`src/hw/rpsc_pkg.sv`:
```
// constants, field positions and state codes of the root hub port status block
// assumes a 20 MHz controller clock and one status word per downstream port
package rpsc_pkg;

    // =====================================================================
    // map
    localparam int NPORT = 2;
    localparam logic [7:0] PORT_BASE_OFS = 8'h54;
    localparam logic [7:0] PORT_STRIDE = 8'h04;
    localparam logic [31:0] REG_RESET = 32'h0000_0000;

    // =====================================================================
    // field positions; on write the low bits are port commands
    localparam int B_CURRENT_CONNECT = 0;
    localparam int B_PORT_ENABLED = 1;
    localparam int B_PORT_SUSPENDED = 2;
    localparam int B_PORT_OVERCURRENT = 3;
    localparam int B_PORT_RESET_ACTIVE = 4;
    localparam int B_PORT_POWER_ON = 8;
    localparam int B_SLOW_DEVICE_ATTACHED = 9;
    localparam int B_CONNECT_CHANGE = 16;
    localparam int B_ENABLE_CHANGE = 17;
    localparam int B_SUSPEND_CHANGE = 18;
    localparam int B_OVERCURRENT_CHANGE = 19;
    localparam int B_RESET_DONE_CHANGE = 20;
    localparam int W_CLR_EN = 0;
    localparam int W_SET_EN = 1;
    localparam int W_SET_SUSP = 2;
    localparam int W_CLR_SUSP = 3;
    localparam int W_SET_RST = 4;
    localparam int W_SET_PWR = 8;
    localparam int W_CLR_PWR = 9;
    localparam int CMD_W = 10;
    localparam logic [CMD_W-1:0] CMD_MASK = 10'h31f;

    // =====================================================================
    // timing
    localparam int CLK_HZ = 20_000_000;
    localparam int CLK_PERIOD_NS = 1_000_000_000 / CLK_HZ;
    localparam int RESET_TIME_MS = 10;
    localparam int RESUME_TIME_MS = 20;
    localparam int RESYNC_TIME_MS = 3;
    localparam int EOP_TIME_NS = 1334;
    localparam int RESET_CYC = RESET_TIME_MS * (CLK_HZ / 1000);
    localparam int RESUME_CYC = RESUME_TIME_MS * (CLK_HZ / 1000);
    localparam int RESYNC_CYC = RESYNC_TIME_MS * (CLK_HZ / 1000);
    localparam int EOP_CYC = (EOP_TIME_NS + CLK_PERIOD_NS - 1) / CLK_PERIOD_NS;
    localparam int TMR_W = 19;
    localparam logic [TMR_W-1:0] TMR_ZERO = 19'h00000;
    localparam logic [TMR_W-1:0] TMR_ONE = 19'h00001;

    // =====================================================================
    // per-port signalling sequence
    typedef enum logic [4:0] {
        ST_IDLE = 5'h01,
        ST_RESET = 5'h02,
        ST_RESUME = 5'h04,
        ST_EOP = 5'h08,
        ST_RESYNC = 5'h10
    } rpsc_state_e;

endpackage

```
`src/hw/rpsc_sync.sv`:
```
// three-stage synchroniser for pins from outside the clock domain
// assumes the pin is a slow level; output moves once stages two and three agree
`timescale 1ns/100ps
`default_nettype none
module rpsc_sync #(
    parameter int W = 1
) (
    input wire logic clk,
    input wire logic nrst,
    input wire logic ce,
    input wire logic [W-1:0] pin,
    output logic [W-1:0] q
);
    logic [W-1:0] s1;
    logic [W-1:0] s2;
    logic [W-1:0] s3;
    logic [W-1:0] next_q;

    always_comb begin
        for (int i = 0; i < W; i++) begin
            next_q[i] = (s2[i] == s3[i]) ? s3[i] : q[i];
        end
    end

    always_ff @(posedge clk or negedge nrst) begin
        if (!nrst) begin
            s1 <= '0;
            s2 <= '0;
            s3 <= '0;
            q <= '0;
        end else if (ce) begin
            s1 <= pin;
            s2 <= s1;
            s3 <= s2;
            q <= next_q;
        end
    end
endmodule
`default_nettype wire

```
`src/hw/rpsc_top.sv`:
```
// root hub per-port status and change flags, one word per downstream port
// assumes a single-cycle register strobe port on clk and async port pins
`timescale 1ns/100ps
`default_nettype none
module rpsc_top
    import rpsc_pkg::*;
#(
    parameter int unsigned RESET_CYCLES = RESET_CYC,
    parameter int unsigned RESUME_CYCLES = RESUME_CYC,
    parameter int unsigned RESYNC_CYCLES = RESYNC_CYC
) (
    input wire logic clk,
    input wire logic nrst,
    input wire logic ce,
    input wire logic regWr,
    input wire logic regRd,
    input wire logic [7:0] regAddr,
    input wire logic [31:0] regWData,
    output logic [31:0] regRData,
    output logic regRdValid,
    input wire logic [NPORT-1:0] connectPin,
    input wire logic [NPORT-1:0] lowSpeedPin,
    input wire logic [NPORT-1:0] overcurrentPin,
    input wire logic [NPORT-1:0] xferBusy,
    output logic [NPORT-1:0] resetDrive,
    output logic [NPORT-1:0] resumeDrive,
    output logic [NPORT-1:0] eopDrive,
    output logic [NPORT-1:0] powerOn
);

    // =====================================================================
    // helpers
    function automatic logic portHit(input logic [7:0] a, input int p);
        portHit = (a == 8'(PORT_BASE_OFS + PORT_STRIDE * 8'(p)));
    endfunction

    function automatic logic tmrDone(input logic [TMR_W-1:0] t, input int unsigned n);
        tmrDone = (t >= TMR_W'(n - 1));
    endfunction

    // =====================================================================
    // pin synchronisers
    logic [NPORT-1:0] conn;
    logic [NPORT-1:0] slow;
    logic [NPORT-1:0] oc;

    rpsc_sync #(.W(3 * NPORT)) u_sync (
        .clk(clk),
        .nrst(nrst),
        .ce(ce),
        .pin({connectPin, lowSpeedPin, overcurrentPin}),
        .q({conn, slow, oc})
    );

    // =====================================================================
    // port state
    logic [NPORT-1:0] currentConnect, portEnabled, portSuspended, portOvercurrent;
    logic [NPORT-1:0] portResetActive, portPowerOn, slowDeviceAttached;
    logic [NPORT-1:0] connectChange, enableChange, suspendChange, overcurrentChange;
    logic [NPORT-1:0] resetDoneChange;
    logic [NPORT-1:0] pend;
    logic [CMD_W-1:0] pendCmd [NPORT];
    logic [TMR_W-1:0] tmr [NPORT];
    rpsc_state_e st [NPORT];

    logic [NPORT-1:0] next_currentConnect, next_portEnabled, next_portSuspended;
    logic [NPORT-1:0] next_portOvercurrent, next_portResetActive, next_portPowerOn;
    logic [NPORT-1:0] next_slowDeviceAttached;
    logic [NPORT-1:0] next_connectChange, next_enableChange, next_suspendChange;
    logic [NPORT-1:0] next_overcurrentChange, next_resetDoneChange;
    logic [NPORT-1:0] next_pend;
    logic [CMD_W-1:0] next_pendCmd [NPORT];
    logic [TMR_W-1:0] next_tmr [NPORT];
    rpsc_state_e next_st [NPORT];
    logic [NPORT-1:0] next_resetDrive, next_resumeDrive, next_eopDrive;

    always_comb begin
        logic wrHit;
        logic connectNow;
        logic [CMD_W-1:0] newCmd;
        logic [CMD_W-1:0] cmd;
        logic [31:0] clr;
        wrHit = 1'b0;
        connectNow = 1'b0;
        newCmd = '0;
        cmd = '0;
        clr = '0;
        for (int p = 0; p < NPORT; p++) begin
            wrHit = regWr && portHit(regAddr, p);
            // reserved bits 31..21 never indexed; flags of the other port untouched
            clr = wrHit ? regWData : '0;
            newCmd = wrHit ? (regWData[CMD_W-1:0] & CMD_MASK) : '0;

            // write-one-to-clear first, so a same-cycle hardware set wins
            next_connectChange[p] = connectChange[p] & ~clr[B_CONNECT_CHANGE];
            next_enableChange[p] = enableChange[p] & ~clr[B_ENABLE_CHANGE];
            next_suspendChange[p] = suspendChange[p] & ~clr[B_SUSPEND_CHANGE];
            next_overcurrentChange[p] = overcurrentChange[p] & ~clr[B_OVERCURRENT_CHANGE];
            next_resetDoneChange[p] = resetDoneChange[p] & ~clr[B_RESET_DONE_CHANGE];
            next_currentConnect[p] = currentConnect[p];
            next_portEnabled[p] = portEnabled[p];
            next_portSuspended[p] = portSuspended[p];
            next_portOvercurrent[p] = portOvercurrent[p];
            next_portResetActive[p] = portResetActive[p];
            next_portPowerOn[p] = portPowerOn[p];
            next_slowDeviceAttached[p] = slowDeviceAttached[p];
            next_st[p] = st[p];
            next_tmr[p] = tmr[p];

            // port commands wait for the current transfer to finish
            if (xferBusy[p]) begin
                next_pend[p] = pend[p] | (newCmd != '0);
                next_pendCmd[p] = pendCmd[p] | newCmd;
                cmd = '0;
            end else begin
                next_pend[p] = 1'b0;
                next_pendCmd[p] = '0;
                cmd = pendCmd[p] | newCmd;
            end

            // attach and detach
            connectNow = conn[p] & portPowerOn[p];
            next_currentConnect[p] = connectNow;
            next_slowDeviceAttached[p] = connectNow & slow[p];
            if (connectNow != currentConnect[p]) begin
                next_connectChange[p] = 1'b1;
            end
            if (!connectNow && portEnabled[p]) begin
                next_portEnabled[p] = 1'b0;
                next_enableChange[p] = 1'b1;
            end
            if (!connectNow) begin
                next_portSuspended[p] = 1'b0;
            end

            // overcurrent tracked per port
            next_portOvercurrent[p] = oc[p];
            if (oc[p] != portOvercurrent[p]) begin
                next_overcurrentChange[p] = 1'b1;
            end
            if (oc[p] && portEnabled[p]) begin
                next_portEnabled[p] = 1'b0;
                next_enableChange[p] = 1'b1;
            end

            // software commands: enable changes here never touch enableChange
            if (cmd[W_CLR_EN]) begin
                next_portEnabled[p] = 1'b0;
            end
            if (cmd[W_SET_EN]) begin
                if (currentConnect[p]) begin
                    next_portEnabled[p] = 1'b1;
                end else begin
                    next_connectChange[p] = 1'b1;
                end
            end
            if (cmd[W_SET_SUSP]) begin
                if (!currentConnect[p]) begin
                    next_connectChange[p] = 1'b1;
                end else if (portEnabled[p]) begin
                    next_portSuspended[p] = 1'b1;
                end
            end
            if (cmd[W_CLR_SUSP] && portSuspended[p] && st[p] == ST_IDLE) begin
                next_st[p] = ST_RESUME;
                next_tmr[p] = TMR_ZERO;
            end
            if (cmd[W_SET_RST]) begin
                if (!currentConnect[p]) begin
                    next_connectChange[p] = 1'b1;
                end else if (st[p] == ST_IDLE) begin
                    next_st[p] = ST_RESET;
                    next_portResetActive[p] = 1'b1;
                    next_tmr[p] = TMR_ZERO;
                end
            end
            if (cmd[W_SET_PWR]) begin
                next_portPowerOn[p] = 1'b1;
            end
            if (cmd[W_CLR_PWR]) begin
                next_portPowerOn[p] = 1'b0;
                next_portEnabled[p] = 1'b0;
                next_portSuspended[p] = 1'b0;
            end

            // reset and resume signalling
            unique case (st[p])
                ST_IDLE: begin
                end
                ST_RESET: begin
                    next_tmr[p] = tmr[p] + TMR_ONE;
                    if (tmrDone(tmr[p], RESET_CYCLES)) begin
                        next_st[p] = ST_IDLE;
                        next_portResetActive[p] = 1'b0;
                        next_portEnabled[p] = connectNow;
                        next_resetDoneChange[p] = 1'b1;
                        next_suspendChange[p] = 1'b0;
                    end
                end
                ST_RESUME: begin
                    next_tmr[p] = tmr[p] + TMR_ONE;
                    if (tmrDone(tmr[p], RESUME_CYCLES)) begin
                        next_st[p] = ST_EOP;
                        next_tmr[p] = TMR_ZERO;
                    end
                end
                ST_EOP: begin
                    next_tmr[p] = tmr[p] + TMR_ONE;
                    if (tmrDone(tmr[p], EOP_CYC)) begin
                        next_st[p] = ST_RESYNC;
                        next_tmr[p] = TMR_ZERO;
                    end
                end
                ST_RESYNC: begin
                    next_tmr[p] = tmr[p] + TMR_ONE;
                    if (tmrDone(tmr[p], RESYNC_CYCLES)) begin
                        next_st[p] = ST_IDLE;
                        next_portSuspended[p] = 1'b0;
                        next_suspendChange[p] = 1'b1;
                    end
                end
                default: begin
                    next_st[p] = ST_IDLE;
                    next_portResetActive[p] = 1'b0;
                end
            endcase
            // detach or power-off aborts signalling under way; a reset or resume started in the same cycle still drives for one cycle
            if (!(connectNow && next_portPowerOn[p]) && st[p] != ST_IDLE) begin
                next_st[p] = ST_IDLE;
                next_portResetActive[p] = 1'b0;
            end
            next_resetDrive[p] = (next_st[p] == ST_RESET);
            next_resumeDrive[p] = (next_st[p] == ST_RESUME);
            next_eopDrive[p] = (next_st[p] == ST_EOP);
        end
    end

    always_ff @(posedge clk or negedge nrst) begin
        if (!nrst) begin
            {currentConnect, portEnabled, portSuspended, portOvercurrent} <= '0;
            {portResetActive, portPowerOn, slowDeviceAttached} <= '0;
            {connectChange, enableChange, suspendChange} <= '0;
            {overcurrentChange, resetDoneChange} <= '0;
            pend <= '0;
            resetDrive <= '0;
            resumeDrive <= '0;
            eopDrive <= '0;
            powerOn <= '0;
            for (int p = 0; p < NPORT; p++) begin
                pendCmd[p] <= '0;
                tmr[p] <= TMR_ZERO;
                st[p] <= ST_IDLE;
            end
        end else if (ce) begin
            currentConnect <= next_currentConnect;
            portEnabled <= next_portEnabled;
            portSuspended <= next_portSuspended;
            portOvercurrent <= next_portOvercurrent;
            portResetActive <= next_portResetActive;
            portPowerOn <= next_portPowerOn;
            slowDeviceAttached <= next_slowDeviceAttached;
            connectChange <= next_connectChange;
            enableChange <= next_enableChange;
            suspendChange <= next_suspendChange;
            overcurrentChange <= next_overcurrentChange;
            resetDoneChange <= next_resetDoneChange;
            pend <= next_pend;
            resetDrive <= next_resetDrive;
            resumeDrive <= next_resumeDrive;
            eopDrive <= next_eopDrive;
            powerOn <= next_portPowerOn;
            for (int p = 0; p < NPORT; p++) begin
                pendCmd[p] <= next_pendCmd[p];
                tmr[p] <= next_tmr[p];
                st[p] <= next_st[p];
            end
        end
    end

    // =====================================================================
    // read path: one word per port, unmapped reads return zero
    logic [31:0] next_regRData;
    logic next_regRdValid;

    always_comb begin
        next_regRData = REG_RESET;
        next_regRdValid = regRd;
        for (int p = 0; p < NPORT; p++) begin
            if (regRd && portHit(regAddr, p)) begin
                next_regRData[B_CURRENT_CONNECT] = currentConnect[p];
                next_regRData[B_PORT_ENABLED] = portEnabled[p];
                next_regRData[B_PORT_SUSPENDED] = portSuspended[p];
                next_regRData[B_PORT_OVERCURRENT] = portOvercurrent[p];
                next_regRData[B_PORT_RESET_ACTIVE] = portResetActive[p];
                next_regRData[B_PORT_POWER_ON] = portPowerOn[p];
                next_regRData[B_SLOW_DEVICE_ATTACHED] = slowDeviceAttached[p];
                next_regRData[B_CONNECT_CHANGE] = connectChange[p];
                next_regRData[B_ENABLE_CHANGE] = enableChange[p];
                next_regRData[B_SUSPEND_CHANGE] = suspendChange[p];
                next_regRData[B_OVERCURRENT_CHANGE] = overcurrentChange[p];
                next_regRData[B_RESET_DONE_CHANGE] = resetDoneChange[p];
            end
        end
    end

    always_ff @(posedge clk or negedge nrst) begin
        if (!nrst) begin
            regRData <= REG_RESET;
            regRdValid <= 1'b0;
        end else if (ce) begin
            regRData <= next_regRData;
            regRdValid <= next_regRdValid;
        end
    end

endmodule
`default_nettype wire

```
`config.mk`:
```
export PLATFORM = sky130hd
export DESIGN_NAME = rpsc_top
export DESIGN_NICKNAME = d
export VERILOG_FILES = /design/src/hw/rpsc_pkg.sv /design/src/hw/rpsc_sync.sv /design/src/hw/rpsc_top.sv
export SDC_FILE = /design/constraint.sdc
export NUM_CORES = 1
export LEC_CHECK = 0
export BUFFER_PORTS_ARGS = -buffer_cell sky130_fd_sc_hd__buf_4
export CAP_MARGIN = 20
export CORE_MARGIN = 10
export CORE_UTILIZATION = 52
export DETAILED_ROUTE_END_ITERATION = 16
export PLACE_DENSITY = 0.71
export SETUP_SLACK_MARGIN = 0.1
export SLEW_MARGIN = 30
export SYNTH_ARGS = -nofsm -noshare
export SYNTH_HDL_FRONTEND = slang
export SYNTH_SLANG_ARGS = --single-unit
```
`constraint.sdc`:
```
create_clock -name clk -period 3.02 [get_ports clk]
set_input_delay 0.151 -clock clk [delete_from_list [all_inputs] [get_ports clk]]
set_output_delay 0.151 -clock clk [all_outputs]
set_load 0.01 [all_outputs]
```
==> out/qor.csv <==
metric,value,unit
synth-edff-count,0,
fin_tns_setup,0,ps
clk_pin_slew,60,ps
die_y,140,um
dp_hpwl,13.6,mm
path_depth,6,
clk_latency,410,ps
path_class,reg -> reg,
initial_core_util,53.7,%
timing.rr.end,st[0],
finalInstanceArea,0.00877,mm^2
final_nets,943,
rr_worst_depth,6,
grt_pass1_vias,6441,
detail_route.iter0.violations,674,
cpPeakStageDelay,690,ps
yosysSeqAreaShare,42.9,%
async_flop_share,100,%
avgViaCountPerCell,6.28,
p_leak,0.00377,uW
drc,0,
rows,43,
maxSlewViolCount,0,
antenna_found_initial,0,
grt_max_degree,93,
clock_path_buffers,2,
cpMaxStageDelayCell,or4b_2,
ir_drop,0.402,mV
via_count,6779,
critPathCaptureType,flop,
antenna_cells,0,
postPlaceCellArea,0.00801,mm^2
rsz0062_at_grt,no,
skew,6.30,ps
hold_slack,12.4,ps
routed_wl,19.7,mm
maxCapViolCount,0,
cts_num_sinks,129,
netlist_instances,845,
first_pass_iters,5,
place.gp.congestion,0.902,
area.growth.synth_to_final,16.3,%
crit_top_cell,a31oi_1,
cp-start-kind,flop,
synth_warnings,0,
ios,94,
cts_buffers,17,
rrSetupSlack,260,ps
power,5320,uW
slew_headroom,37.1,%
yosys_register_bits,129,
crit_buf_inv,0,
endpoint,st[0],
path_cells,"or4b_2, or4_1, a311oi_2, a31oi_1, a31oi_1, o32a_1",
core_area,0.0140,mm^2
finalHoldViolations,0,
ant_nets,0,
ys.flop_type,dfrtp_1,
grt_pass1_wl,32.7,mm
dieArea,0.0197,mm^2
hold_path_class,in -> reg,
r2r-start,tmr[7],
drive_gt1_share,16.9,%
htree_levels,4,
syn_area_per_cell,8.92,um^2
status,finished clean,
path_delay_family,simple AND/OR/NAND/NOR gates,
avgRoutedWirePerCell,18.2,um
period_share,91.3,%
synth.distinct_cells,83,
setup_viol,0,
die-width,140,um
powerDensity,607,mW/mm^2
arrival,3110,ps
cts-root-buf,clkbuf_16,
fmax,0.363,GHz
netlist_area,0.00754,mm^2
tightest_slew,944,ps
gr-total-overflow,0,
cts_tree,built,
crit_start,tmr[7],
crit_required,3370,ps
port_buffers,53,
grt_util_all_layers,19.6,%
crit_fanout,11,
min_period,2760,ps
[cells by family (layout without fill, tap and decap cells)]
kind of cell | after synthesis | count (layout) | share of synthesized area, %
DFF | 129 | 129 | 42.9
xor gates and xnor gates | 9 | 9 | 1.05
other | 1 | 20 | 0.0497
muxes | 21 | 21 | 3.09
AOI/OAI and AO/OA | 244 | 244 | 22.6
adders and majority gates | 4 | 4 | 0.664
buffers and inverters | 105 | 140 | 6.69
and+or+nand+nor | 332 | 332 | 23.0
[registers in the layout (all words and copies together), names as in the netlist, 6 cells and up]
signal     flops
regRData      12
u_sync.q       6
tmr           38
u_sync.s2      6
st            10
pendCmd       14
u_sync.s3      6
u_sync.s1      6
[cells in the mapped netlist, types with 4 or more instances]
master | instances | area share [%]
xnor2_1 | 7 | 0.81
and4_1 | 5 | 0.58
o22ai_1 | 4 | 0.33
or3_1 | 17 | 1.4
o2bb2ai_1 | 7 | 0.81
or2_2 | 6 | 0.50
o21ai_0 | 51 | 3.4
ha_1 | 4 | 0.66
buf_4 | 21 | 2.1
a22o_1 | 10 | 1.2
nand3_1 | 49 | 3.3
nor2b_1 | 7 | 0.58
nand4_1 | 10 | 0.83
nor3_1 | 18 | 1.2
a211oi_1 | 4 | 0.40
a21oi_1 | 56 | 3.7
nand3b_1 | 4 | 0.40
dfrtp_1 | 127 | 42
inv_1 | 24 | 1.2
nor2_1 | 76 | 3.8
o311ai_0 | 5 | 0.58
nor3b_1 | 4 | 0.40
a41oi_1 | 7 | 0.81
or4_1 | 9 | 0.90
mux2_2 | 17 | 2.5
and2_1 | 10 | 0.83
a221oi_1 | 15 | 1.7
nor4_1 | 10 | 0.83
o211ai_1 | 15 | 1.5
o311ai_1 | 4 | 0.46
o32ai_1 | 4 | 0.46
clkbuf_1 | 51 | 2.5
nor4bb_1 | 4 | 0.53
nand2_1 | 75 | 3.7
a221o_1 | 11 | 1.5
a21o_1 | 13 | 1.3
a31oi_1 | 5 | 0.41
and3_1 | 7 | 0.58
nand2b_1 | 4 | 0.33
[metal layers]
metal  share of wire (%)  wire length [um]  global-route usage (%)  up-vias
li1                    -                 -                       -     3185
met3                 7.6              1490                    5.31       24
met5                   0                 0                       0        -
met1                  43              8510                    25.7     3306
met4                 1.3               255                    5.65        0
met2                  48              9420                    30.9      264
[placed cells by master, fill, tap and decap left out, types with 9 or more instances in the layout]
cell       instances
a21o_1            13
dfrtp_1          127
mux2_2            17
nand3_1           49
nor3_1            18
and2_1            10
o211ai_1          15
nor2_1            76
a221oi_1          14
or4_1              9
nor4_1             9
inv_1             24
nand2_1           75
a22o_1            10
conb_1            20
nand4_1           10
or3_1             17
a21oi_1           56
a221o_1           11
buf_4             73
clkbuf_16         17
o21ai_0           51
[worst min-delay path: cells and delay by family]
family | cells | cell delay, ps
AO/OA/AOI/OAI | 1 | 60
buffers and inverters | 1 | 100
AND/OR/NAND/NOR | 1 | 70
[area by class of cell]
class | count | area, um^2
clock buffers | 20 | 467
flip-flops and latches | 129 | 3230
repair buffers | 82 | 648
clock inverters | 12 | 204
inverters | 26 | 97.6
fillers | 1155 | 5270
multi-input cells | 630 | 3900
well taps | 180 | 225
[metrics by stage]
stage / utilization (%) / cells / setup WS (ps)
CTS: 62.4 / 1079 / 287
floorplan: - / 864 / 564
global placement: 57.1 / 1039 / 332
detailed placement: 57.1 / 1039 / 293
global route: 62.5 / 1079 / 108
finish: 62.5 / 1079 / 264
[how the worst min path moves through the flow]
stage                     slack [ps]  cells after the start        start               end
after detailed placement         160                      1         nrst            tmr[8]
final                             10                      3  regWData[3]        pendCmd[3]
after CTS                          2                      3  regWData[3]        pendCmd[3]
after global placement           150                      1         nrst            tmr[8]
after global routing              30                      3  regWData[0]       pendCmd[10]
after floorplan                 -140                      0         nrst  connectChange[0]
[power breakdown]
part           internal [uW]  switching [uW]
clock                   1530             768
combinational            385             494
sequential              1910             234
[what timing repair did]
item / in CTS / in global routing
resized for setup: 0 / 1
hold buffers: 8 / 0
endpoints found under the hold margin: 44 / 0
setup buffers: 0 / 0
endpoints found under the setup margin: 0 / 2
No activity file was read; power rests on OpenSTA's default activity.
